File: config.mk
export PLATFORM = sky130hd
export DESIGN_NAME = dtcp_timer_pair
export DESIGN_NICKNAME = d
export VERILOG_FILES = /design/src/inc/dtcp_pkg.sv /design/src/inc/dtcp_pin_if.sv /design/src/rtl/dtcp_tick_gen.sv /design/src/rtl/dtcp_edge_det.sv /design/src/rtl/dtcp_timer_pair.sv
export SDC_FILE = /design/constraint.sdc
export NUM_CORES = 1
export LEC_CHECK = 0
export CORE_MARGIN = 5
export CORE_UTILIZATION = 45
export DETAILED_ROUTE_END_ITERATION = 16
export DONT_BUFFER_PORTS = 1
export HOLD_SLACK_MARGIN = 0.02
export PLACE_DENSITY = 0.64
export SLEW_MARGIN = 40
export SYNTH_ARGS = -nofsm -noshare
export SYNTH_HDL_FRONTEND = slang
export SYNTH_SLANG_ARGS = --single-unit
File: constraint.sdc
create_clock -name clk -period 2.55 [get_ports clk]
set_input_delay 0.51 -clock clk [delete_from_list [all_inputs] [get_ports clk]]
set_output_delay 0.51 -clock clk [all_outputs]
set_load 0.01 [all_outputs]
File: src/inc/dtcp_pkg.sv
// Shared constants and types for the dual timer/counter pair.
// Assumes an 8-bit register bus with single-cycle strobes.
package dtcp_pkg;

  // ----------------------------------------------------------------
  // Register offsets
  // ----------------------------------------------------------------
  localparam logic [7:0] ADDR_RUN_FLAG = 8'h88;
  localparam logic [7:0] ADDR_MODE = 8'h89;
  localparam logic [7:0] ADDR_TA_LOW = 8'h8A;
  localparam logic [7:0] ADDR_TB_LOW = 8'h8B;
  localparam logic [7:0] ADDR_TA_HIGH = 8'h8C;
  localparam logic [7:0] ADDR_TB_HIGH = 8'h8D;
  localparam logic [7:0] ADDR_CLK_DIV = 8'h8E;
  localparam logic [7:0] ADDR_IRQ_STATUS = 8'hA0;
  localparam logic [7:0] ADDR_IRQ_MASK = 8'hA1;

  // ----------------------------------------------------------------
  // Reset values and counting constants
  // ----------------------------------------------------------------
  localparam logic [7:0] RST_BYTE = 8'h00;
  localparam logic [7:0] RST_CLK_DIV = 8'h01;
  localparam logic [7:0] BYTE_MAX = 8'hFF;
  localparam logic [7:0] BYTE_ONE = 8'h01;
  localparam logic [4:0] LOW5_MAX = 5'h1F;
  localparam logic [4:0] LOW5_ONE = 5'h01;
  localparam logic [3:0] DIV_LAST = 4'hB;
  localparam logic [3:0] DIV_FAST_MASK = 4'h3;
  localparam logic [3:0] DIV_ZERO = 4'h0;

  // ----------------------------------------------------------------
  // Field positions
  // ----------------------------------------------------------------
  localparam int TF_B = 7;
  localparam int TR_B = 6;
  localparam int TF_A = 5;
  localparam int TR_A = 4;
  localparam int IE_B = 3;
  localparam int IT_B = 2;
  localparam int IE_A = 1;
  localparam int IT_A = 0;
  localparam int GATE_B = 7;
  localparam int CT_B = 6;
  localparam int MODE_B_LSB = 4;
  localparam int GATE_A = 3;
  localparam int CT_A = 2;
  localparam int MODE_A_LSB = 0;
  localparam int FAST_B = 4;
  localparam int FAST_A = 3;
  localparam int EV_TA = 0;
  localparam int EV_TB = 1;
  localparam int EV_XA = 2;
  localparam int EV_XB = 3;
  localparam int NUM_EV = 4;
  localparam int PIN_CNT_A = 0;
  localparam int PIN_CNT_B = 1;
  localparam int PIN_IRQ_A = 2;
  localparam int PIN_IRQ_B = 3;
  localparam int NUM_PINS = 4;

  // ----------------------------------------------------------------
  // Types
  // ----------------------------------------------------------------
  typedef enum logic [1:0] {
    MODE_13 = 2'b00,
    MODE_16 = 2'b01,
    MODE_RELOAD = 2'b10,
    MODE_SPLIT = 2'b11
  } dtcp_mode_e;

  typedef struct packed {
    logic [7:0] timer_run_flag_control;
    logic [7:0] timer_mode_select;
    logic [7:0] tl0;
    logic [7:0] tl1;
    logic [7:0] th0;
    logic [7:0] th1;
    logic [7:0] clock_divider_control;
    logic [NUM_EV-1:0] status;
    logic [NUM_EV-1:0] mask;
    logic [7:0] rdata;
    logic irq;
  } dtcp_state_s;

  typedef struct packed {
    logic [3:0] cnt;
    logic tick_a;
    logic tick_b;
  } dtcp_tick_s;

  typedef struct packed {
    logic [NUM_PINS-1:0] prev;
    logic [NUM_PINS-1:0] fall;
  } dtcp_edge_s;

endpackage : dtcp_pkg

File: src/inc/dtcp_pin_if.sv
// Pin group between the timer core and its falling-edge detector.
// Assumes pins are synchronous to the block clock.
`timescale 1ns/10ps
interface dtcp_pin_if;
  logic [dtcp_pkg::NUM_PINS-1:0] pin;
  logic [dtcp_pkg::NUM_PINS-1:0] fall;
  modport det (input pin, output fall);
  modport user (output pin, input fall);
endinterface : dtcp_pin_if

File: src/rtl/dtcp_tick_gen.sv
// Internal count tick generator: divide by 12, or by 4 when fast.
// Assumes a free-running clock and an asynchronous active-low reset.
`timescale 1ns/10ps
module dtcp_tick_gen (
  input wire logic clk,
  input wire logic arst_n,
  input wire logic fast_a,
  input wire logic fast_b,
  output logic tick_a,
  output logic tick_b
);
  dtcp_pkg::dtcp_tick_s st;
  dtcp_pkg::dtcp_tick_s next_st;
  logic slow;
  logic fast;

  always_comb begin
    next_st = st;
    slow = (st.cnt == dtcp_pkg::DIV_ZERO);
    fast = ((st.cnt & dtcp_pkg::DIV_FAST_MASK) == dtcp_pkg::DIV_ZERO);
    if (st.cnt == dtcp_pkg::DIV_LAST) begin
      next_st.cnt = dtcp_pkg::DIV_ZERO;
    end else begin
      next_st.cnt = st.cnt + 4'h1;
    end
    next_st.tick_a = fast_a ? fast : slow;
    next_st.tick_b = fast_b ? fast : slow;
  end

  always_ff @(posedge clk or negedge arst_n) begin
    if (!arst_n) begin
      st <= '0;
    end else begin
      st <= next_st;
    end
  end

  assign tick_a = st.tick_a;
  assign tick_b = st.tick_b;
endmodule : dtcp_tick_gen

File: src/rtl/dtcp_edge_det.sv
// Falling-edge detector for the count and interrupt pins.
// Assumes pins are synchronous and idle high.
`timescale 1ns/10ps
module dtcp_edge_det (
  input wire logic clk,
  input wire logic arst_n,
  dtcp_pin_if.det p
);
  dtcp_pkg::dtcp_edge_s st;
  dtcp_pkg::dtcp_edge_s next_st;
  logic [dtcp_pkg::NUM_PINS-1:0] fall_w;

  for (genvar i = 0; i < dtcp_pkg::NUM_PINS; i++) begin : g_pin
    assign fall_w[i] = st.prev[i] & ~p.pin[i];
  end

  always_comb begin
    next_st = st;
    next_st.prev = p.pin;
    next_st.fall = fall_w;
  end

  always_ff @(posedge clk or negedge arst_n) begin
    if (!arst_n) begin
      st <= {{dtcp_pkg::NUM_PINS{1'b1}}, {dtcp_pkg::NUM_PINS{1'b0}}};
    end else begin
      st <= next_st;
    end
  end

  assign p.fall = st.fall;
endmodule : dtcp_edge_det

File: src/rtl/dtcp_timer_pair.sv
// Two timer/counters with run, gate, source and mode control, plus
// external interrupt detect flags and a masked interrupt output.
// Assumes a register master with one-cycle strobes; pins synchronous.
//
// The plain strobed port was chosen for this implementation.
`timescale 1ns/10ps
module dtcp_timer_pair (
  input wire logic clk,
  input wire logic arst_n,
  input wire logic [7:0] addr,
  input wire logic [7:0] wdata,
  input wire logic wr,
  input wire logic rd,
  input wire logic [3:0] vec_ack,
  input wire logic timer_a_count_pin,
  input wire logic timer_b_count_pin,
  input wire logic ext_irq_a_pin,
  input wire logic ext_irq_b_pin,
  output logic [7:0] rdata,
  output logic irq,
  output logic [3:0] int_req
);

  // ----------------------------------------------------------------
  // Count step
  // ----------------------------------------------------------------
  // Returns {overflow, high, low} after one count in the given mode.
  function automatic logic [16:0] dtcp_step(
    input dtcp_pkg::dtcp_mode_e mode,
    input logic [7:0] hi,
    input logic [7:0] lo
  );
    logic ovf;
    logic [7:0] nhi;
    logic [7:0] nlo;
    ovf = 1'b0;
    nhi = hi;
    nlo = lo;
    unique case (mode)
      dtcp_pkg::MODE_13: begin
        nlo = {lo[7:5], lo[4:0] + dtcp_pkg::LOW5_ONE};
        if (lo[4:0] == dtcp_pkg::LOW5_MAX) begin
          nhi = hi + dtcp_pkg::BYTE_ONE;
          ovf = (hi == dtcp_pkg::BYTE_MAX);
        end
      end
      dtcp_pkg::MODE_16: begin
        nlo = lo + dtcp_pkg::BYTE_ONE;
        if (lo == dtcp_pkg::BYTE_MAX) begin
          nhi = hi + dtcp_pkg::BYTE_ONE;
          ovf = (hi == dtcp_pkg::BYTE_MAX);
        end
      end
      dtcp_pkg::MODE_RELOAD: begin
        if (lo == dtcp_pkg::BYTE_MAX) begin
          nlo = hi;
          ovf = 1'b1;
        end else begin
          nlo = lo + dtcp_pkg::BYTE_ONE;
        end
      end
      dtcp_pkg::MODE_SPLIT: begin
        nlo = lo + dtcp_pkg::BYTE_ONE;
        ovf = (lo == dtcp_pkg::BYTE_MAX);
      end
    endcase
    return {ovf, nhi, nlo};
  endfunction : dtcp_step

  // ----------------------------------------------------------------
  // State and helpers
  // ----------------------------------------------------------------
  dtcp_pkg::dtcp_state_s st;
  dtcp_pkg::dtcp_state_s next_st;
  dtcp_pkg::dtcp_mode_e mode_a;
  dtcp_pkg::dtcp_mode_e mode_b;
  logic tick_a;
  logic tick_b;
  logic split;
  logic wr_timer_run_flag_control;
  logic wr_cnt_a;
  logic wr_cnt_b;
  logic rd_status;
  logic run_a;
  logic run_b;
  logic inc_a;
  logic inc_ah;
  logic inc_b;
  logic [16:0] step_a;
  logic [16:0] step_ah;
  logic [16:0] step_b;
  logic set_tf_a;
  logic set_tf_b;
  logic [dtcp_pkg::NUM_EV-1:0] events;

  dtcp_pin_if pins ();

  assign pins.pin = {ext_irq_b_pin, ext_irq_a_pin,
                     timer_b_count_pin, timer_a_count_pin};

  dtcp_edge_det u_edge (
    .clk(clk),
    .arst_n(arst_n),
    .p(pins.det)
  );

  dtcp_tick_gen u_tick (
    .clk(clk),
    .arst_n(arst_n),
    .fast_a(st.clock_divider_control[dtcp_pkg::FAST_A]),
    .fast_b(st.clock_divider_control[dtcp_pkg::FAST_B]),
    .tick_a(tick_a),
    .tick_b(tick_b)
  );

  // ----------------------------------------------------------------
  // Count enables
  // ----------------------------------------------------------------
  assign mode_a = dtcp_pkg::dtcp_mode_e'(st.timer_mode_select[dtcp_pkg::MODE_A_LSB +: 2]);
  assign mode_b = dtcp_pkg::dtcp_mode_e'(st.timer_mode_select[dtcp_pkg::MODE_B_LSB +: 2]);
  assign split = (mode_a == dtcp_pkg::MODE_SPLIT);
  assign wr_timer_run_flag_control = wr && (addr == dtcp_pkg::ADDR_RUN_FLAG);
  assign wr_cnt_a = wr && (addr == dtcp_pkg::ADDR_TA_LOW ||
                           addr == dtcp_pkg::ADDR_TA_HIGH);
  assign wr_cnt_b = wr && (addr == dtcp_pkg::ADDR_TB_LOW ||
                           addr == dtcp_pkg::ADDR_TB_HIGH);
  assign rd_status = rd && (addr == dtcp_pkg::ADDR_IRQ_STATUS);

  // Gate lets the interrupt pin hold off counting while it is low.
  assign run_a = st.timer_run_flag_control[dtcp_pkg::TR_A] &&
                 (!st.timer_mode_select[dtcp_pkg::GATE_A] || ext_irq_a_pin);
  assign inc_a = run_a && (st.timer_mode_select[dtcp_pkg::CT_A] ?
                 pins.fall[dtcp_pkg::PIN_CNT_A] : tick_a);
  // The high byte of a split timer A borrows timer B's run bit.
  assign inc_ah = split && st.timer_run_flag_control[dtcp_pkg::TR_B] && tick_a;
  assign run_b = (split || st.timer_run_flag_control[dtcp_pkg::TR_B]) &&
                 (!st.timer_mode_select[dtcp_pkg::GATE_B] || ext_irq_b_pin);
  assign inc_b = run_b && (mode_b != dtcp_pkg::MODE_SPLIT) &&
                 (st.timer_mode_select[dtcp_pkg::CT_B] ?
                 pins.fall[dtcp_pkg::PIN_CNT_B] : tick_b);

  assign step_a = dtcp_step(split ? dtcp_pkg::MODE_SPLIT : mode_a,
                            st.th0, st.tl0);
  assign step_ah = dtcp_step(dtcp_pkg::MODE_SPLIT, dtcp_pkg::RST_BYTE,
                             st.th0);
  assign step_b = dtcp_step(mode_b, st.th1, st.tl1);
  assign set_tf_a = inc_a && step_a[16];
  // Timer B loses its flag to the split high byte.
  assign set_tf_b = split ? (inc_ah && step_ah[16])
                          : (inc_b && step_b[16]);

  // ----------------------------------------------------------------
  // Next state
  // ----------------------------------------------------------------
  always_comb begin
    next_st = st;
    if (inc_a) begin
      next_st.tl0 = step_a[7:0];
      if (!split) begin
        next_st.th0 = step_a[15:8];
      end
    end
    if (inc_ah) begin
      next_st.th0 = step_ah[7:0];
    end
    if (inc_b) begin
      next_st.tl1 = step_b[7:0];
      next_st.th1 = step_b[15:8];
    end
    // Software writes to a count byte win over a count in that cycle.
    if (wr) begin
      case (addr)
        dtcp_pkg::ADDR_RUN_FLAG: next_st.timer_run_flag_control = wdata;
        dtcp_pkg::ADDR_MODE: next_st.timer_mode_select = wdata;
        dtcp_pkg::ADDR_TA_LOW: next_st.tl0 = wdata;
        dtcp_pkg::ADDR_TB_LOW: next_st.tl1 = wdata;
        dtcp_pkg::ADDR_TA_HIGH: next_st.th0 = wdata;
        dtcp_pkg::ADDR_TB_HIGH: next_st.th1 = wdata;
        dtcp_pkg::ADDR_CLK_DIV: next_st.clock_divider_control = wdata;
        dtcp_pkg::ADDR_IRQ_MASK: begin
          next_st.mask = wdata[dtcp_pkg::NUM_EV-1:0];
        end
        default: next_st.timer_run_flag_control = st.timer_run_flag_control;
      endcase
    end
    // Hardware sets win over software or vector clears.
    next_st.timer_run_flag_control[dtcp_pkg::TF_A] = (wr_timer_run_flag_control ? wdata[dtcp_pkg::TF_A] :
      st.timer_run_flag_control[dtcp_pkg::TF_A] && !vec_ack[dtcp_pkg::EV_TA]) ||
      set_tf_a;
    next_st.timer_run_flag_control[dtcp_pkg::TF_B] = (wr_timer_run_flag_control ? wdata[dtcp_pkg::TF_B] :
      st.timer_run_flag_control[dtcp_pkg::TF_B] && !vec_ack[dtcp_pkg::EV_TB]) ||
      set_tf_b;
    if (st.timer_run_flag_control[dtcp_pkg::IT_A]) begin
      next_st.timer_run_flag_control[dtcp_pkg::IE_A] = (wr_timer_run_flag_control ? wdata[dtcp_pkg::IE_A] :
        st.timer_run_flag_control[dtcp_pkg::IE_A] && !vec_ack[dtcp_pkg::EV_XA]) ||
        pins.fall[dtcp_pkg::PIN_IRQ_A];
    end else begin
      next_st.timer_run_flag_control[dtcp_pkg::IE_A] = !ext_irq_a_pin;
    end
    if (st.timer_run_flag_control[dtcp_pkg::IT_B]) begin
      next_st.timer_run_flag_control[dtcp_pkg::IE_B] = (wr_timer_run_flag_control ? wdata[dtcp_pkg::IE_B] :
        st.timer_run_flag_control[dtcp_pkg::IE_B] && !vec_ack[dtcp_pkg::EV_XB]) ||
        pins.fall[dtcp_pkg::PIN_IRQ_B];
    end else begin
      next_st.timer_run_flag_control[dtcp_pkg::IE_B] = !ext_irq_b_pin;
    end
    events = {next_st.timer_run_flag_control[dtcp_pkg::IE_B] && !st.timer_run_flag_control[dtcp_pkg::IE_B],
              next_st.timer_run_flag_control[dtcp_pkg::IE_A] && !st.timer_run_flag_control[dtcp_pkg::IE_A],
              set_tf_b, set_tf_a};
    // Reading the status clears it; an event in that cycle survives.
    next_st.status = (rd_status ? '0 : st.status) | events;
    next_st.irq = |(next_st.status & next_st.mask);
    next_st.rdata = dtcp_pkg::RST_BYTE;
    if (rd) begin
      case (addr)
        dtcp_pkg::ADDR_RUN_FLAG: next_st.rdata = st.timer_run_flag_control;
        dtcp_pkg::ADDR_MODE: next_st.rdata = st.timer_mode_select;
        dtcp_pkg::ADDR_TA_LOW: next_st.rdata = st.tl0;
        dtcp_pkg::ADDR_TB_LOW: next_st.rdata = st.tl1;
        dtcp_pkg::ADDR_TA_HIGH: next_st.rdata = st.th0;
        dtcp_pkg::ADDR_TB_HIGH: next_st.rdata = st.th1;
        dtcp_pkg::ADDR_CLK_DIV: next_st.rdata = st.clock_divider_control;
        dtcp_pkg::ADDR_IRQ_STATUS: next_st.rdata = {4'h0, st.status};
        dtcp_pkg::ADDR_IRQ_MASK: next_st.rdata = {4'h0, st.mask};
        default: next_st.rdata = dtcp_pkg::RST_BYTE;
      endcase
    end
  end

  always_ff @(posedge clk or negedge arst_n) begin
    if (!arst_n) begin
      st <= '{timer_run_flag_control: dtcp_pkg::RST_BYTE, timer_mode_select: dtcp_pkg::RST_BYTE,
              tl0: dtcp_pkg::RST_BYTE, tl1: dtcp_pkg::RST_BYTE,
              th0: dtcp_pkg::RST_BYTE, th1: dtcp_pkg::RST_BYTE,
              clock_divider_control: dtcp_pkg::RST_CLK_DIV, status: '0, mask: '0,
              rdata: dtcp_pkg::RST_BYTE, irq: 1'b0};
    end else begin
      st <= next_st;
    end
  end

  assign rdata = st.rdata;
  assign irq = st.irq;
  assign int_req = {st.timer_run_flag_control[dtcp_pkg::IE_B], st.timer_run_flag_control[dtcp_pkg::IE_A],
                    st.timer_run_flag_control[dtcp_pkg::TF_B], st.timer_run_flag_control[dtcp_pkg::TF_A]};
endmodule : dtcp_timer_pair

==> impl_results.md <==
* Largest net degree at the start of global routing at between 80 and 90
* Die width at 115 microns
* Synth cell types at 70
* Clk pin slew, worst setup/hold paths at 100 ps
* DP HPWL at 9920 microns
* Synth Register Bits at 87
* CTS root buffer: clkbuf_8
* Post-Syn Area at 0.00500 sq mm
* R2r endpoint: st[32]$_DFF_PN0_
* Worst-path maximum fanout at 8
* Worst-case reg-to-reg path depth at 10
* DRC at 0
* CTS tree: built
* TritonRoute pass-1 iters at 7
* DR iter-0 viols at 368
* Placed cell count at 626
* Top cells by area, synth: dfrtp_1, mux2_2, a21oi_1
* Clock Power Share at 35.6%
* FP Rows at 38
* Synth area leader: dfrtp_1
* Area grow syn2layout at 5.56%
* R2R Setup Slk at 270 ps
* Crit end category: flip-flop
* Power Internal at 2.06 mW
* Via-to-Cell Ratio at about 6
* Most used DFF post-synth: dfrtp_1
* RSZ-0062 raised after global routing: no
* Fin. max-slew vios at 0
* RD Place Congestion at 0.922
* Clk buf depth at 2
* Number of I/O port buffers at 0
* Initial antenna violation count at 0
* Ant. Diodes at 0
* CP required at 2860 ps
* HP Class: primary input to async pin
* Metal2 WL at 6390 microns
* Filler instances at 1,029
* Post-DR wirelength/cell at 21.4 microns
* Ys async rst share at 100%
* Crit Path Class: flip-flop to flip-flop
* CTS HTree Levels at 3
* Share of the synthesized area in the top cell type at 41.1%
* Worst EP arrival at 2590 ps
* Latest clock arrival within the worst-skew pair at 390 ps
* Worst slew pin tran at between 500 and 600 ps
* WL final at approximately 14,000 microns
* Remaining Overflow, GRT at 0
* Flop pwr share at 54.6%
* CP Launch Point: st[41]$_DFF_PN0_
* Endpoints failing hold at 0
* Sequential share of the synthesized area at between 40% and 50%
* Setup_tns at 0 ps
* Final Cell Area at 0.00527 sq mm
* Gate power share at 9.8%
* Setup bufs post-CTS at 0
* Number of flops mapped to enable cells by yosys at 0
* Slew HR at 60.3%
* Ys Warns at 0
* Cts hold-fix bufs at 1
* Max VDD drop at 0.407 mV
* Post-CTS Resized at 0
* Nets at 533
* Worst setup path endpoint: st[32]$_DFF_PN0_
* Dpl ws at 267 ps
* Die height at 115 microns
* Vias in the first global route at 3,846
* Status: completed
* Max Freq at 438 MHz
* Top layer in use: met4
* Final period util at ~90%
* PwrDens at ~550 mW/mm^2
* Dpl cell area at 0.00504 sq mm
* Detail Route Antenna Nets at 0
* Post-Synthesis Cells at 512
* Non-filler instance count after layout at about 640
* Die area at about 0.013 sq mm
* Via count at 3,958
* Initial core utilization at 46.1%
* Psw at 0.816 mW
* Tmin final at 2280 ps
* Worst Skew at 17.1 ps
* Clock Sink Count at 87
* I/O pin count at 41
* Layout cells sized above 1 at 15.3%
* R2r startpoint: st[41]$_DFF_PN0_
* Static Leak at ~2.2 nW
* Global-route wire length before repair at between 20,000 and 25,000 microns
* Startpoint Class: flip-flop
* Max Cap Viol at 0
* Mean Syn Cell Area at 9.76 sq um
* Setup Viol. Count Final at 0
* WL met3 at between 1000 and 1500 microns
* Final WS setup at between 200 and 300 ps
* Total GRT Usage at between 20% and 30%
* Switching share of power at about 28%
* Routed metal-1 wirelength at 6010 microns
* Num CTS Buffers at 9
* Mapped Nets at 547
* Core area at 0.0108 sq mm
==> area by class of cell <==
class | count | area [sq um] | area share, %
multi-input cells | 378 | 2570 | 48.7
clock inverters | 6 | 75.1 | 1.42
clock buffers | 10 | 128 | 2.42
flip-flops and latches | 87 | 2180 | 41.4
inverters | 11 | 41.3 | 0.783
repair buffers | 11 | 103 | 1.95
well taps | 140 | 175 | 3.32
==> cell usage in the layout, fill, tap and decap left out, types with 3 or more instances in the layout <==
cell       n
dfstp_2    5
a22oi_1   11
nor3_2     3
mux2i_1   14
a31oi_1    7
nor2b_1   11
or3_1      4
nand2_1   51
nand3_1   17
nor3_1     8
a21oi_1   41
mux2_2    27
a211oi_1   4
nor3b_1    5
inv_1     11
buf_4     10
xnor2_1    8
a21o_1     4
ha_1       7
o21ai_0   21
clkbuf_8   9
nand4_1    9
a222oi_1   6
o21ai_1    3
o21a_1     3
nor2_1    39
xor2_1     9
and3_1     4
nand2b_1   6
o211ai_1   5
dfrtp_1   82
==> worst min-delay path by stage <==
stage,to,slack (ps),from,depth (start not counted)
2_1_floorplan,int_req[0]$_DFF_PN0_,210,arst_n,0
3_3_place_gp,u_edge.p.fall[3]$_DFF_PN0_,220,arst_n,0
3_5_place_dp,u_edge.p.fall[3]$_DFF_PN0_,220,arst_n,0
4_1_cts,int_req[3]$_DFF_PN0_,40,arst_n,1
5_1_grt,u_tick.st[5]$_DFF_PN0_,40,arst_n,1
6_report,u_tick.st[2]$_DFF_PN0_,6,arst_n,1
==> through the flow <==
stage / hold slack, ps / utilization (%) / power, mW
finish: 6.36 / 48.6 / 2.88
global route: 40.0 / 48.6 / 3.01
CTS: 35.2 / 48.6 / 2.90
detailed placement: 217 / 46.5 / 1.84
global placement: 217 / 46.5 / 1.83
floorplan: 214 / - / 1.78
==> power by group through the flow <==
stage                     clock network [mW]  logic, mW  registers, mW
after floorplan                            0      0.231           1.55
after global placement                     0      0.239           1.59
after detailed placement                   0      0.250           1.59
after CTS                               1.05      0.284           1.57
after global routing                    1.10      0.319           1.58
final                                   1.02      0.281           1.57
==> critical path, cell delays in order, from the launching register on <==
cell,delay [ps]
dfrtp_1,450
ha_1,220
nand3_1,250
inv_1,120
ha_1,180
nand2b_1,60
o31ai_1,70
and3b_1,380
nand4_1,160
xor2_1,170
a21oi_1,130
==> flip-flops by register name (all words and copies together) (netlist names) <==
name,flops
irq,1
u_tick.st,4
int_req,4
st,56
mode_a,2
u_edge.p.fall,4
u_tick.tick_b,1
u_edge.st,4
mode_b,2
u_tick.tick_a,1
rdata,8
==> per-layer routing <==
| layer | up-vias | track usage, % |
|---|---|---|
| met3 | 16 | 4.79 |
| met1 | 1945 | 30.0 |
| met5 | - | 0 |
| met4 | 0 | 7.67 |
| li1 | 1833 | - |
| met2 | 164 | 33.8 |
==> cells by family after synthesis <==
family | count (synthesis) | synth area share, %
xor+xnor | 17 | 2.98
flops | 87 | 43.7
mux | 42 | 9.12
compound gates | 132 | 17.7
buf+inv | 47 | 4.98
fa+ha+maj | 7 | 1.75
simple gates | 180 | 19.8
==> synthesized netlist by cell type, drive strengths merged, types with 6 or more instances <==
library cell,n
a21oi,41
a222oi,6
a22oi,11
a31oi,7
buf,24
clkbuf,12
dfrtp,82
ha,7
inv,11
mux2,28
mux2i,14
nand2,52
nand2b,6
nand3,18
nand4,9
nor2,42
nor2b,11
nor3,11
nor3b,7
o21ai,25
xnor2,8
xor2,9
(Power assumes the default switching activity.)
